<file path="config.mk">
export PLATFORM = sky130hd
export DESIGN_NAME = ocd_decoder
export DESIGN_NICKNAME = d
export VERILOG_FILES = /design/src/common/ocd_pkg.sv /design/src/logic/ocd_decoder.sv
export VERILOG_INCLUDE_DIRS = /design/src /design/src/common
export SDC_FILE = /design/constraint.sdc
export NUM_CORES = 1
export LEC_CHECK = 0
export ABC_AREA = 1
export BUFFER_PORTS_ARGS = -buffer_cell sky130_fd_sc_hd__clkbuf_2
export CAP_MARGIN = 15
export CORE_MARGIN = 10
export CORE_UTILIZATION = 57
export CTS_BUF_LIST = sky130_fd_sc_hd__clkbuf_8 sky130_fd_sc_hd__clkbuf_16
export DETAILED_ROUTE_END_ITERATION = 10
export PLACE_DENSITY = 0.81
export SETUP_SLACK_MARGIN = 0.2
export SLEW_MARGIN = 30
export SYNTH_ARGS = -nofsm -noshare
export SYNTH_HDL_FRONTEND = slang
export SYNTH_SLANG_ARGS = --single-unit
</file>
<file path="constraint.sdc">
create_clock -name clock -period 1.63 [get_ports clock]
set_input_delay 0 -clock clock [delete_from_list [all_inputs] [get_ports clock]]
set_output_delay 0 -clock clock [all_outputs]
set_load 0.01 [all_outputs]
</file>
<file path="src/common/ocd_defs.svh">
// Opcode map constants for the instruction decoder.
// Assumes inclusion by bare name from the package and design.
`ifndef OCD_DEFS_SVH
`define OCD_DEFS_SVH
`define OCD_HI_BTB       4'h0
`define OCD_HI_BSC       4'h1
`define OCD_HI_REL       4'h2
`define OCD_HI_RMW_DIR   4'h3
`define OCD_HI_RMW_ACC   4'h4
`define OCD_HI_RMW_IDX   4'h5
`define OCD_HI_RMW_IX1   4'h6
`define OCD_HI_RMW_IX    4'h7
`define OCD_HI_CTL8      4'h8
`define OCD_HI_CTL9      4'h9
`define OCD_HI_RM_IMM    4'ha
`define OCD_HI_RM_DIR    4'hb
`define OCD_HI_RM_EXT    4'hc
`define OCD_HI_RM_IX2    4'hd
`define OCD_HI_RM_IX1    4'he
`define OCD_HI_RM_IX     4'hf
`define OCD_LO_RTI       4'h0
`define OCD_LO_RTS       4'h1
`define OCD_LO_SWT       4'h3
`define OCD_LO_STOP      4'he
`define OCD_LO_WAIT      4'hf
`define OCD_LO_STA       4'h7
`define OCD_LO_JMP       4'hc
`define OCD_LO_JSR       4'hd
`define OCD_LO_STX       4'hf
`define OCD_HALF_BIT     3
`define OCD_SIGN_BIT     7
`define OCD_CC_H         4
`define OCD_CC_I         3
`define OCD_CC_N         2
`define OCD_CC_Z         1
`define OCD_CC_C         0
`define OCD_CC_RESET     5'h08
`endif

</file>
<file path="src/common/ocd_pkg.sv">
// Types shared by the instruction decoder and its users.
// Assumes ocd_defs.svh is on the include path.
`include "ocd_defs.svh"
package ocd_pkg;
    typedef enum logic [3:0] {
        OCD_MODE_INHERENT, OCD_MODE_IMMEDIATE, OCD_MODE_DIRECT,
        OCD_MODE_EXTENDED, OCD_MODE_RELATIVE, OCD_MODE_IX,
        OCD_MODE_IX1, OCD_MODE_IX2, OCD_MODE_BSC, OCD_MODE_BTB,
        OCD_MODE_NONE
    } ocd_mode_t;
    typedef enum logic [5:0] {
        OCD_OP_ILLEGAL, OCD_OP_BRANCH_IF_BIT_SET, OCD_OP_BRANCH_IF_BIT_CLEAR, OCD_OP_SET_MEMORY_BIT,
        OCD_OP_CLEAR_MEMORY_BIT, OCD_OP_BRANCH, OCD_OP_NEG, OCD_OP_COM,
        OCD_OP_LSR, OCD_OP_ROR, OCD_OP_ASR, OCD_OP_LSL, OCD_OP_ROL,
        OCD_OP_DEC, OCD_OP_INC, OCD_OP_TST, OCD_OP_CLR,
        OCD_OP_RTI, OCD_OP_RTS, OCD_OP_SWT, OCD_OP_STOP,
        OCD_OP_WAIT, OCD_OP_TAX, OCD_OP_CLC, OCD_OP_SEC,
        OCD_OP_CLI, OCD_OP_SEI, OCD_OP_RSP, OCD_OP_NOP, OCD_OP_TXA,
        OCD_OP_SUB, OCD_OP_CMP, OCD_OP_SBC, OCD_OP_CPX, OCD_OP_AND,
        OCD_OP_BIT, OCD_OP_LDA, OCD_OP_STA, OCD_OP_EOR, OCD_OP_ADC,
        OCD_OP_ORA, OCD_OP_ADD, OCD_OP_JMP, OCD_OP_JSR, OCD_OP_LDX,
        OCD_OP_STX, OCD_OP_BSR
    } ocd_op_t;
    typedef enum logic [3:0] {
        OCD_BR_ALWAYS, OCD_BR_NEVER, OCD_BR_HI, OCD_BR_LS,
        OCD_BR_CC, OCD_BR_CS, OCD_BR_NE, OCD_BR_EQ, OCD_BR_HCC,
        OCD_BR_HCS, OCD_BR_PL, OCD_BR_MI, OCD_BR_MC, OCD_BR_MS,
        OCD_BR_IL, OCD_BR_IH
    } ocd_cond_t;
    typedef struct packed {
        ocd_op_t   op;
        ocd_mode_t mode;
        ocd_cond_t cond;
        logic [2:0] bit_num;
        logic [1:0] length;
        logic [1:0] offset_bytes;
        logic       illegal;
    } ocd_decode_t;
    typedef struct packed {
        logic [7:0] result;
        logic       carry;
        logic       half_carry;
        logic [4:0] stacked_cc;
    } ocd_alu_t;
endpackage

</file>
<file path="src/logic/ocd_decoder.sv">
// Opcode decoder with condition code register update.
// Assumes fetch presents one opcode per cycle with opcode_valid, and the
// datapath returns each result with result_valid and the decoded op.
// Function
// - Row 0 bit branch, row 1 bit set/clear
// - Row 2 relative branches by condition
// - Rows 3-7 read-modify-write operand and operation
// - Row 8: returns, trap, stop, wait
// - Rows A-F register/memory modes and operations
// - No immediate store/jump; AD is branch-subroutine
// - Indexed offsets: two, one or none bytes
// - Half carry from bit 3, adds only
// - Affected flags follow result, others held
// - Interrupt return reloads all five flags
// - Sign to N; mask forced by ops
// - Bit number from opcode bits 3..1
`timescale 1ns/10ps
`default_nettype none
`include "ocd_defs.svh"
module ocd_decoder (
    // Clock and reset
    input  wire logic                 clock,
    input  wire logic                 reset,
    // Opcode from fetch
    input  wire logic                 opcode_valid,
    input  wire logic [7:0]           opcode,
    // Decoded instruction
    output ocd_pkg::ocd_decode_t      decode_q,
    output logic                      decode_valid_q,
    output logic                      illegal_opcode_q,
    // Result from datapath
    input  wire logic                 result_valid,
    input  wire ocd_pkg::ocd_op_t     result_op,
    input  wire ocd_pkg::ocd_alu_t    alu,
    // Condition codes H I N Z C
    output logic [4:0]                cc_q
);
    import ocd_pkg::*;

    logic [3:0]  hi;
    logic [3:0]  lo;
    ocd_decode_t dec_d;
    logic [4:0]  cc_d;

    assign hi = opcode[7:4];
    assign lo = opcode[3:0];

    always_comb begin
        dec_d = '{op: OCD_OP_ILLEGAL, mode: OCD_MODE_NONE,
                  cond: OCD_BR_NEVER, bit_num: opcode[3:1],
                  length: 2'd1, offset_bytes: 2'd0, illegal: 1'b0};
        unique case (hi)
            `OCD_HI_BTB: begin
                dec_d.op = opcode[0] ? OCD_OP_BRANCH_IF_BIT_CLEAR : OCD_OP_BRANCH_IF_BIT_SET;
                dec_d.mode = OCD_MODE_BTB;
                dec_d.length = 2'd3;
            end
            `OCD_HI_BSC: begin
                dec_d.op = opcode[0] ? OCD_OP_CLEAR_MEMORY_BIT : OCD_OP_SET_MEMORY_BIT;
                dec_d.mode = OCD_MODE_BSC;
                dec_d.length = 2'd2;
            end
            `OCD_HI_REL: begin
                dec_d.op = OCD_OP_BRANCH;
                dec_d.cond = ocd_cond_t'(lo);
                dec_d.mode = OCD_MODE_RELATIVE;
                dec_d.length = 2'd2;
            end
            `OCD_HI_RMW_DIR, `OCD_HI_RMW_ACC, `OCD_HI_RMW_IDX,
            `OCD_HI_RMW_IX1, `OCD_HI_RMW_IX: begin
                unique case (lo)
                    4'h0: dec_d.op = OCD_OP_NEG;
                    4'h3: dec_d.op = OCD_OP_COM;
                    4'h4: dec_d.op = OCD_OP_LSR;
                    4'h6: dec_d.op = OCD_OP_ROR;
                    4'h7: dec_d.op = OCD_OP_ASR;
                    4'h8: dec_d.op = OCD_OP_LSL;
                    4'h9: dec_d.op = OCD_OP_ROL;
                    4'ha: dec_d.op = OCD_OP_DEC;
                    4'hc: dec_d.op = OCD_OP_INC;
                    4'hd: dec_d.op = OCD_OP_TST;
                    4'hf: dec_d.op = OCD_OP_CLR;
                    default: dec_d.op = OCD_OP_ILLEGAL;
                endcase
                unique case (hi)
                    `OCD_HI_RMW_DIR: begin
                        dec_d.mode = OCD_MODE_DIRECT;
                        dec_d.length = 2'd2;
                    end
                    `OCD_HI_RMW_IX1: begin
                        dec_d.mode = OCD_MODE_IX1;
                        dec_d.length = 2'd2;
                        dec_d.offset_bytes = 2'd1;
                    end
                    `OCD_HI_RMW_IX: dec_d.mode = OCD_MODE_IX;
                    default: dec_d.mode = OCD_MODE_INHERENT;
                endcase
            end
            `OCD_HI_CTL8: begin
                dec_d.mode = OCD_MODE_INHERENT;
                unique case (lo)
                    `OCD_LO_RTI:  dec_d.op = OCD_OP_RTI;
                    `OCD_LO_RTS:  dec_d.op = OCD_OP_RTS;
                    `OCD_LO_SWT:  dec_d.op = OCD_OP_SWT;
                    `OCD_LO_STOP: dec_d.op = OCD_OP_STOP;
                    `OCD_LO_WAIT: dec_d.op = OCD_OP_WAIT;
                    default:      dec_d.op = OCD_OP_ILLEGAL;
                endcase
            end
            `OCD_HI_CTL9: begin
                dec_d.mode = OCD_MODE_INHERENT;
                unique case (lo)
                    4'h7: dec_d.op = OCD_OP_TAX;
                    4'h8: dec_d.op = OCD_OP_CLC;
                    4'h9: dec_d.op = OCD_OP_SEC;
                    4'ha: dec_d.op = OCD_OP_CLI;
                    4'hb: dec_d.op = OCD_OP_SEI;
                    4'hc: dec_d.op = OCD_OP_RSP;
                    4'hd: dec_d.op = OCD_OP_NOP;
                    4'hf: dec_d.op = OCD_OP_TXA;
                    default: dec_d.op = OCD_OP_ILLEGAL;
                endcase
            end
            default: begin
                dec_d.op = ocd_op_t'(6'(OCD_OP_SUB) + 6'(lo));
                unique case (hi)
                    `OCD_HI_RM_IMM: begin
                        dec_d.mode = OCD_MODE_IMMEDIATE;
                        dec_d.length = 2'd2;
                        if (lo == `OCD_LO_JSR) begin
                            dec_d.op = OCD_OP_BSR;
                            dec_d.mode = OCD_MODE_RELATIVE;
                        end else if (lo == `OCD_LO_STA ||
                                     lo == `OCD_LO_JMP ||
                                     lo == `OCD_LO_STX) begin
                            dec_d.op = OCD_OP_ILLEGAL;
                        end
                    end
                    `OCD_HI_RM_DIR: begin
                        dec_d.mode = OCD_MODE_DIRECT;
                        dec_d.length = 2'd2;
                    end
                    `OCD_HI_RM_EXT: begin
                        dec_d.mode = OCD_MODE_EXTENDED;
                        dec_d.length = 2'd3;
                    end
                    `OCD_HI_RM_IX2: begin
                        dec_d.mode = OCD_MODE_IX2;
                        dec_d.length = 2'd3;
                        dec_d.offset_bytes = 2'd2;
                    end
                    `OCD_HI_RM_IX1: begin
                        dec_d.mode = OCD_MODE_IX1;
                        dec_d.length = 2'd2;
                        dec_d.offset_bytes = 2'd1;
                    end
                    default: dec_d.mode = OCD_MODE_IX;
                endcase
            end
        endcase
        if (dec_d.op == OCD_OP_ILLEGAL) begin
            dec_d.illegal = 1'b1;
            dec_d.mode = OCD_MODE_NONE;
            dec_d.length = 2'd1;
            dec_d.offset_bytes = 2'd0;
        end
    end

    // Decode register
    always_ff @(posedge clock or posedge reset) begin
        if (reset) begin
            decode_q <= '{op: OCD_OP_ILLEGAL, mode: OCD_MODE_NONE,
                          cond: OCD_BR_NEVER, bit_num: 3'h0,
                          length: 2'd0, offset_bytes: 2'd0,
                          illegal: 1'b0};
            decode_valid_q <= 1'b0;
            illegal_opcode_q <= 1'b0;
        end else begin
            decode_valid_q <= opcode_valid;
            illegal_opcode_q <= opcode_valid & dec_d.illegal;
            if (opcode_valid) begin
                decode_q <= dec_d;
            end
        end
    end

    // Flag update per instruction class
    always_comb begin
        logic zero;
        logic neg;
        zero = (alu.result == 8'h00);
        neg = alu.result[`OCD_SIGN_BIT];
        cc_d = cc_q;
        if (result_valid) begin
            unique case (result_op)
                OCD_OP_ADD, OCD_OP_ADC: begin
                    cc_d[`OCD_CC_H] = alu.half_carry;
                    cc_d[`OCD_CC_N] = neg;
                    cc_d[`OCD_CC_Z] = zero;
                    cc_d[`OCD_CC_C] = alu.carry;
                end
                OCD_OP_SUB, OCD_OP_CMP, OCD_OP_SBC, OCD_OP_CPX,
                OCD_OP_NEG, OCD_OP_LSR, OCD_OP_ROR, OCD_OP_ASR,
                OCD_OP_LSL, OCD_OP_ROL, OCD_OP_COM: begin
                    cc_d[`OCD_CC_N] = neg;
                    cc_d[`OCD_CC_Z] = zero;
                    cc_d[`OCD_CC_C] = alu.carry;
                end
                OCD_OP_AND, OCD_OP_BIT, OCD_OP_LDA, OCD_OP_STA,
                OCD_OP_EOR, OCD_OP_ORA, OCD_OP_LDX, OCD_OP_STX,
                OCD_OP_DEC, OCD_OP_INC, OCD_OP_TST, OCD_OP_CLR: begin
                    cc_d[`OCD_CC_N] = neg;
                    cc_d[`OCD_CC_Z] = zero;
                end
                OCD_OP_RTI: cc_d = alu.stacked_cc;
                OCD_OP_CLC: cc_d[`OCD_CC_C] = 1'b0;
                OCD_OP_SEC: cc_d[`OCD_CC_C] = 1'b1;
                OCD_OP_SEI, OCD_OP_SWT: cc_d[`OCD_CC_I] = 1'b1;
                OCD_OP_CLI, OCD_OP_STOP, OCD_OP_WAIT:
                    cc_d[`OCD_CC_I] = 1'b0;
                default: cc_d = cc_q;
            endcase
        end
    end

    always_ff @(posedge clock or posedge reset) begin
        if (reset) begin
            cc_q <= `OCD_CC_RESET;
        end else begin
            cc_q <= cc_d;
        end
    end
endmodule
`default_nettype wire

</file>
# [Word-level counts from Yosys, hierarchy flattened]
# Memory sizes are Yosys's and may differ from the RTL's.
# Cells that the tools add are included.
[word_totals] register_bits=29 romBits=160 input_bits=33 output_inout_bits=29 wordCells=120 n_memories=2
[classes] add_sub_neg=1 eq_ne=54 mux=23 bitwise_logic=1 n_reduce_logical=26
[mem_list] memory="(name not given)" depth=16 word_bits=5 rd=1 rd_clocked_by_memory_dff=0 wr=0 line_no="ocd_decoder.sv:71" source="unique case (lo)"
[mem_list] memory="(name not given)" depth=16 word_bits=5 rd=1 rd_clocked_by_memory_dff=0 wr=0 line_no="ocd_decoder.sv:112" source="unique case (lo)"
[ops] cell="$eq A6 B6 Y1 const B" count=12
[ops] cell="$eq A6 B5 Y1 const B" count=11
[ops] cell="$pmux W10 S6" count=1
[ops] cell="$eq A6 B4 Y1 const B" count=8
[ops] cell="$eq A4 B4 Y1 const B" count=11
[ops] cell="$pmux W5 S5" count=1
[ops] cell="$reduce_or A25 Y1" count=1
[ops] cell="$eq A4 B3 Y1 const B" count=5
[ops] cell="$mux W6" count=3
[ops] cell="$pmux W2 S2" count=4
[ops] cell="$pmux W3 S5" count=1
[ops] cell="$reduce_or A13 Y1" count=1
[ops] cell="$eq A4 B2 Y1 const B" count=3
[ops] cell="$eq A6 B3 Y1 const B" count=2
[ops] cell="$reduce_or A2 Y1" count=6
[ops] cell="$reduce_or A5 Y1" count=2
[ops] cell="$pmux W3 S3" count=1
[ops] cell="$eq A4 B1 Y1 const B" count=2
[ops] cell="$logic_not A4 Y1" count=2
[ops] cell="$logic_not A8 Y1" count=1
[ops] cell="$mux W4" count=2
[ops] cell="$pmux W2 S4" count=1
[ops] cell="$reduce_and A2 Y1" count=4
[ops] cell="$add A5 B4 Y6 const A" count=1
[ops] cell="14 further kinds" count=19

# [Longest topological paths before layout]
# Gate-level depths: netlist of the first run.
[depth] word_depth=10 ltp_mapped=14 mapped_depth_nobuf=14

# [Worst setup path before layout of the first run]
# OpenSTA, ideal clock, no wires.
[synth_path] path_type="input to register" start="input opcode[0]" end="register decode_q[4] (netlist name)" setup_ns=0.123 t_arrival_ns=1.237 required_time_ns=1.507 setup_slack_ns=0.270 cell_stages=13 n_path_buf=0 path_cell_list="inv_1 > ha_1 > nand2_1 > o21ai_2 > nand2_2 > nand2_1 > nand2_1 > nand2_1 > nand2_1 > clkinv_1 > nand2_4 > nor2_8 > o21ai_2"
[synth_via] elab_chain_len=9 elab_cells_between_ends=22 cone_classes="add/sub: 1; eq/ne: 7; mux: 8; reduce/logical: 4; memory: 2"
[synth_rtl] element="start, declared" line_no="ocd_decoder.sv:26" source="input wire logic [7:0] opcode,"
[synth_rtl] element="parallel branches: the longest is 6 deep, another holds $add A5 B4 Y6"
[synth_rtl] element="$pmux W10 S6 (*)" line_no="ocd_decoder.sv:52" source="unique case (hi)"
[synth_rtl] element="$logic_not A6 Y1 (*)" line_no="ocd_decoder.sv:161" source="if (dec_d.op == OCD_OP_ILLEGAL) begin"
[synth_rtl] element="$mux W5 (*)" line_no="ocd_decoder.sv:161"
[synth_rtl] element="end signal, assigned" line_no="ocd_decoder.sv:172" source="decode_q <= '{op: OCD_OP_ILLEGAL, mode: OCD_MODE_NONE,"
[synth_rtl] element="end, declared" line_no="ocd_decoder.sv:28" source="output ocd_pkg::ocd_decode_t decode_q,"
# Every way passes the cells marked *.
# A chain may end at the register's enable or synchronous reset.

# [Worst setup path after layout of the first run]
[layout_path] start="input opcode[1]" end="register decode_q[13] (netlist name)"
[layout_via] elab_chain_len=9 elab_cells_between_ends=20 cone_classes="add/sub: 1; eq/ne: 7; mux: 6; reduce/logical: 4; memory: 2"
[layout_rtl] element="parallel branches: the longest is 6 deep, another holds $add A5 B4 Y6"
[layout_rtl] element="$pmux W10 S6 (*)" line_no="ocd_decoder.sv:52"
[layout_rtl] element="$logic_not A6 Y1 (*)" line_no="ocd_decoder.sv:161"
[layout_rtl] element="$mux W4 (*)" line_no="ocd_decoder.sv:161"
# Marks and branches as above.

==> results.json, run 1 <==
{
  "synthCells": 347,
  "via_count": 2650,
  "max_slew_margin_pct": 57.3,
  "fmax_mhz": 745,
  "place_congestion": 0.926,
  "synth_area_um2": 2410,
  "nNetsFinal": 475,
  "clk_latency_ns": 0.28,
  "yosys.area.top_type": "dfrtp_1",
  "cts.path.max_buffers": 2,
  "dp_slack_ns": -0.0443,
  "hold_violations": 0,
  "num_rows": 23,
  "die_area_um2": 7230,
  "setup_viol": 0,
  "drtAntennaViolNets": 0,
  "diodes": 0,
  "h-tree-depth": 2,
  "initial_core_util_pct": 59.5,
  "yosysUniqueCellTypes": 38,
  "first_global_vias": 2485,
  "power_density_nw_per_um2": 751,
  "status": "finished clean",
  "critPathKind": "in -> reg",
  "ys_ff_latch": 29,
  "wirelength_um": 6810,
  "regArea_um2": 731,
  "multiInputGateArea_um2": 1480,
  "slew_viol_final": 0,
  "grt-ovfl-total": 0,
  "fin_util_pct": 75.6,
  "drc": 0,
  "worst_slack_ns": 0.287,
  "ir_drop_mv": 0.419,
  "drive_gt1_share_pct": 34.4,
  "clkSinkCount": 29,
  "io_buffers": 61,
  "yosysSeqAreaShare_pct": 30.3,
  "cts.clk_slew.worst_paths_ns": 0.06,
  "syn_area_per_cell_um2": 6.95,
  "period_minus_slack_ns": 1.34,
  "end_kind": "flop",
  "synth_nets": 390,
  "crit_path_max_fanout": 8,
  "drv_cap": 0,
  "crit_required_ns": 1.84,
  "synthTopCellsByArea": "dfrtp_1, nand2_1, nand3_1, ha_1, o21ai_0",
  "grt_pass1_wl_um": 11300,
  "worstSetupStartpointType": "input pin",
  "cts_tree": "built",
  "finalCritPeriodShare_pct": 82.4,
  "wl_per_cell_um": 14.1,
  "fin_skew_ns": 0,
  "rsz0062_at_grt": "false",
  "worst_pin_slew_ns": 0.640,
  "grt_usage_pct": 18.4,
  "placeableCoreArea_um2": 4060,
  "grt_start_max_net_pins": 30,
  "area_growth_pct": 27.1,
  "first_iter_violations": 173,
  "die_w_um": 85.1,
  "hold_slack_ns": 0.0185,
  "p_leak_nw": 1.65,
  "io_pins": 62,
  "ys_warn_count": 0,
  "synth_top_cell_area_share_pct": 25.9,
  "vias_per_cell": 5.49,
  "fillCellCount": 326,
  "hold_path_class": "in -> reg",
  "die_y_um": 85.1,
  "cts_root_buf": "clkbuf_8",
  "numCtsBuffers": 5,
  "cp.arrival_ns": 1.56,
  "hpwlAfterDp_um": 5370,
  "grt_antenna_before_repair": 0,
  "firstDrtPassIters": 6
}
## metrics by stage
| stage | area, µm² | total power, W | instances | TNS (ns) |
|---|---|---|---|---|
| 2_1_floorplan | 2410 | 0.00128 | 347 | 0 |
| 3_3_place_gp | 2870 | 0.00152 | 471 | -0.167 |
| 3_5_place_dp | 2870 | 0.00153 | 471 | -0.257 |
| 4_1_cts | 3020 | 0.00230 | 482 | 0 |
| 5_1_grt | 3070 | 0.00244 | 483 | 0 |
| 6_report | 3070 | 0.00230 | 483 | 0 |
## placed cells by master (no fill, tap or decap), drive strengths merged
cell,instances
nand2,118
clkbuf,67
nor2,43
inv,37
o21ai,34
nand3,32
dfrtp,25
buf,25
a21oi,14
ha,10
nand4,7
dfstp,4
dlygate4sd3,3
nor3,2
o211ai,2
nor4,2
clkinv,1
o22ai,1
o2111ai,1
o21a,1
a21boi,1
a41oi,1
mux2i,1
bufinv,1
## cell families (layout without fill, tap and decap cells)
logic type / after synthesis / count (layout) / synth area share [%]
and+or+nand+nor: 204 / 204 / 39.8
buffers and inverters: 48 / 134 / 9.96
muxes: 1 / 1 / 0.415
adders and majority gates: 10 / 10 / 5.19
AOI/OAI and AO/OA: 55 / 55 / 14.4
DFF: 29 / 29 / 30.3
## per-layer routing
metal	up-vias	track usage (%)	routed length, µm
li1	1300	-	-
met1	1200	21.3	2770
met2	133	31.2	3310
met3	17	4.97	611
met4	0	7.19	129
met5	-	0	0
## worst max-delay path, stage by stage
cell and delay (ns):
clkbuf_2 0.12, ha_2 0.23, buf_4 0.14, o21ai_0 0.17, nand3_1 0.09, nand2_1 0.06, nand3_1 0.10, nor2_4 0.14
nand3_4 0.11, nor2_8 0.23, nor2_2 0.06, nor2_2 0.09
## cell usage after synthesis
cell,instances
nand2_4,4
inv_8,1
dfstp_2,4
o21ai_4,1
o21ai_0,25
clkinv_1,1
nor3_1,2
inv_2,6
nand4_1,7
nand2_1,108
a21oi_4,1
o21ai_2,6
nor2_8,1
o211ai_1,2
a21boi_0,1
nor2_1,30
inv_6,1
o22ai_1,1
nor2_4,3
mux2i_1,1
a41oi_1,1
nand3_4,1
o2111ai_1,1
nand3_2,2
nor4_1,2
inv_1,28
o21ai_1,2
clkbuf_1,3
nor2_2,9
dfrtp_1,25
buf_6,6
nand2_2,6
nand3_1,29
buf_2,2
a21oi_2,2
ha_1,10
o21a_1,1
a21oi_1,11
## final cells by class
type | count | area share, %
timing repair buffer | 89 | 17.1
sequential | 29 | 23.8
multi-input combinational | 270 | 48.3
tap | 50 | 2.04
clock inverter | 2 | 1.10
clock buffer | 6 | 2.69
inverter | 37 | 4.94
## registers in the layout, indices dropped and copies added, names as in the netlist
register	cells
illegal_opcode_q	1
decode_q	22
cc_q	5
decode_valid_q	1
## power breakdown
group          switching (W)  total (W)  leakage, nW  internal (W)
clock network       0.000263   0.000754       0.0626      0.000491
logic               0.000422   0.000694         1.22      0.000271
registers          0.0000433   0.000856        0.361      0.000813
total               0.000729    0.00230         1.65       0.00158
## path summary, 6_finish.rpt
| path | cells after the start | slack, ns | endpoint | start |
|---|---|---|---|---|
| max | 12 | 0.29 | decode_q[13] | opcode[1] |
| min | 4 | 0.02 | cc_q[3] | alu[3] |
| max reg2reg | 2 | 0.86 | cc_q[3] | cc_q[3] |
| min reg2reg | 2 | 0.48 | decode_q[17] | decode_q[17] |
| max in group asynchronous | 4 | 1.00 | decode_q[13] | reset |
| min in group asynchronous | 4 | 0.31 | cc_q[2] | reset |
## what timing repair did
item                                   4_1_cts  5_1_grt
setup buffers                                0        1
endpoints found under the hold margin       26        0
hold buffers                                 3        0
setup endpoints to repair                    0       10
resized for setup                            0       12
(Power assumes the default switching activity.)
==> run 2: changes to the inputs <==
--- a/config.mk
+++ b/config.mk
@@ -10,10 +10,10 @@
 export BUFFER_PORTS_ARGS = -buffer_cell sky130_fd_sc_hd__clkbuf_2
 export CAP_MARGIN = 15
 export CORE_MARGIN = 10
-export CORE_UTILIZATION = 57
+export CORE_UTILIZATION = 48
 export CTS_BUF_LIST = sky130_fd_sc_hd__clkbuf_8 sky130_fd_sc_hd__clkbuf_16
 export DETAILED_ROUTE_END_ITERATION = 10
-export PLACE_DENSITY = 0.81
+export PLACE_DENSITY = 0.72
 export SETUP_SLACK_MARGIN = 0.2
 export SLEW_MARGIN = 30
 export SYNTH_ARGS = -nofsm -noshare
==> constraint.sdc (replaced) <==
create_clock -name clock -period 1.13 [get_ports clock]
set_input_delay 0 -clock clock [delete_from_list [all_inputs] [get_ports clock]]
set_output_delay 0 -clock clock [all_outputs]
set_load 0.01 [all_outputs]
==> run 2 against run 1 <==
Net effect: the flow now finishes with violations (negative setup slack); via count increased by 3.1%; clock power increased by 43%; clock-buffer cell count unchanged; clock skew unchanged; die area increased by 14%; global-route usage decreased by 1.5 points; sequential power increased by 45%; critical endpoint is now decode_q[3]; highest routed layer unchanged.
==> results.json, run 2 (synthesis results as in run 1) <==
{
  "combPwrFrac_pct": 34.5,
  "power_density_nw_per_um2": 993,
  "hpwlAfterDp_um": 5620,
  "clkPwrFrac_pct": 30.5,
  "diodes": 0,
  "crit_required_ns": 1.29,
  "drive_gt1_share_pct": 46.8,
  "drtAntennaViolNets": 0,
  "setup_viol": 12,
  "place_congestion": 0.941,
  "first_global_vias": 2595,
  "io_buffers": 61,
  "grt_antenna_before_repair": 0,
  "cp.arrival_ns": 1.52,
  "die_w_um": 90.9,
  "grt_usage_pct": 16.9,
  "clkSinkCount": 29,
  "hold_start": "alu[5]",
  "ir_drop_mv": 0.526,
  "wl_per_cell_um": 13.7,
  "power_frac_seq_pct": 35.1,
  "cts.clk_slew.worst_paths_ns": 0.06,
  "hold_violations": 0,
  "fin_skew_ns": 0,
  "cts_root_buf": "clkbuf_8",
  "top_regs": "decode_q x22, cc_q x5",
  "regToRegStartpoint": "decode_q[8]",
  "rrSetupSlack_ns": 0.31,
  "fmax_mhz": 734,
  "die_area_um2": 8260,
  "worstSetupStartpointType": "input pin",
  "violations": "negative setup slack",
  "nNetsFinal": 512,
  "regMostFlops": "decode_q",
  "io_pins": 62,
  "worst_slack_ns": -0.232,
  "min_to": "cc_q[4]",
  "finalCritPeriodShare_pct": 121,
  "cts_tree": "built",
  "hold_slack_ns": 0.00672,
  "grt_pass1_wl_um": 11900,
  "critPathKind": "in -> reg",
  "min_path_cells": 3,
  "first_iter_violations": 103,
  "h-tree-depth": 2,
  "cts.path.max_buffers": 2,
  "status": "complete, but fails checks",
  "drc": 0,
  "final_cell_mix": "nand2_1, buf_4, clkbuf_2",
  "area_growth_pct": 47.7,
  "p_switching_w": 0.00111,
  "p_leak_nw": 1.86,
  "r2r_cells": 3,
  "slew_viol_final": 0,
  "grt_start_max_net_pins": 30,
  "swShare_pct": 31.3,
  "initial_core_util_pct": 50.4,
  "end_kind": "flop",
  "crit_path_max_fanout": 8,
  "largest_reg_flops": 22,
  "period_minus_slack_ns": 1.36,
  "multiInputGateArea_um2": 1600,
  "hold_path_class": "in -> reg",
  "via_count": 2732,
  "intPower_w": 0.00243,
  "firstDrtPassIters": 4,
  "numCtsBuffers": 5,
  "reg2reg_to": "decode_q[8]",
  "mostFrequentLayoutCell": "nand2_1",
  "placeableCoreArea_um2": 4790,
  "max_slew_margin_pct": 76.2,
  "worst_pin_slew_ns": 0.357,
  "power.total_w": 0.00354,
  "num_rows": 25,
  "grt-ovfl-total": 0,
  "wirelength_um": 7330,
  "die_y_um": 90.9,
  "drv_cap": 0,
  "fillCellCount": 397,
  "regArea_um2": 731,
  "vias_per_cell": 5.09,
  "rsz0062_at_grt": "true",
  "clk_latency_ns": 0.27
}
[run 2: cell types whose count changed in the layout (fill, tap and decap cells not counted), sizes merged]
cell and change:
inv -2, clkbuf -9, buf +48, dlygate4sd3 -2
clkinvlp +2
[run 2: worst max-delay path, stage by stage]
cell	delay, ns
buf_8	0.10
buf_4	0.14
buf_6	0.13
ha_1	0.21
o21ai_2	0.15
nand4_1	0.14
nand2_1	0.12
nand2_1	0.07
nand2_1	0.07
clkinv_1	0.09
nand2_4	0.09
nor2_8	0.06
nor2_2	0.09
nor2_2	0.04
[run 2: power groups by stage]
| stage | Sequential, W | Clock (W) | Combinational [W] |
|---|---|---|---|
| 2_1_floorplan | 0.00131 | 0 | 0.000568 |
| 3_3_place_gp | 0.00125 | 0 | 0.00108 |
| 3_5_place_dp | 0.00125 | 0 | 0.00109 |
| 4_1_cts | 0.00124 | 0.00109 | 0.00113 |
| 5_1_grt | 0.00126 | 0.00114 | 0.00134 |
| 6_report | 0.00124 | 0.00108 | 0.00122 |
[run 2: worst max path at each step]
stage                   start      endpoint  slack (ns)  depth (start not counted)
finish              opcode[0]   decode_q[3]       -0.23                         14
global route        opcode[0]   decode_q[3]       -0.32                         14
CTS                 opcode[0]   decode_q[3]       -0.22                         13
detailed placement  opcode[0]   decode_q[3]       -0.57                         13
global placement    opcode[0]  decode_q[13]       -0.52                         13
floorplan           opcode[0]   decode_q[4]       -0.20                         10
[run 2: cell type report]
| class | count | share of cell area, % |
|---|---|---|
| Clock buffer | 6 | 2.32 |
| Sequential cell | 29 | 20.5 |
| Tap cell | 67 | 2.35 |
| Timing Repair Buffer | 126 | 24.4 |
| Clock inverter | 2 | 0.948 |
| Inverter | 37 | 4.46 |
| Multi-Input combinational cell | 270 | 45.0 |
[run 2: layer usage]
metal	track usage (%)	wire length (µm)	up-vias
met5	0	0	-
met4	4.96	100	0
met3	3.74	426	12
met2	29.6	3730	89
met1	19.9	3080	1264
li1	-	-	1367
[run 2: metrics by stage]
stage	cells	setup TNS, ns	setup WS, ns	utilization (%)	instance area, µm²
final	537	-2.17	-0.232	74.5	3560
after global routing	537	-3.40	-0.325	74.5	3560
after CTS	534	-1.88	-0.216	71.3	3410
after detailed placement	521	-7.06	-0.566	67.2	3220
after global placement	521	-6.72	-0.515	67.2	3220
after floorplan	347	-1.92	-0.196	-	2490
[run 2: what timing repair did]
item	4_1_cts	5_1_grt
pin swaps	8	14
gates resized for setup	11	44
hold buffers	1	0
setup buffers	4	3
endpoints found under the setup margin	20	25
endpoints found under the hold margin	25	0
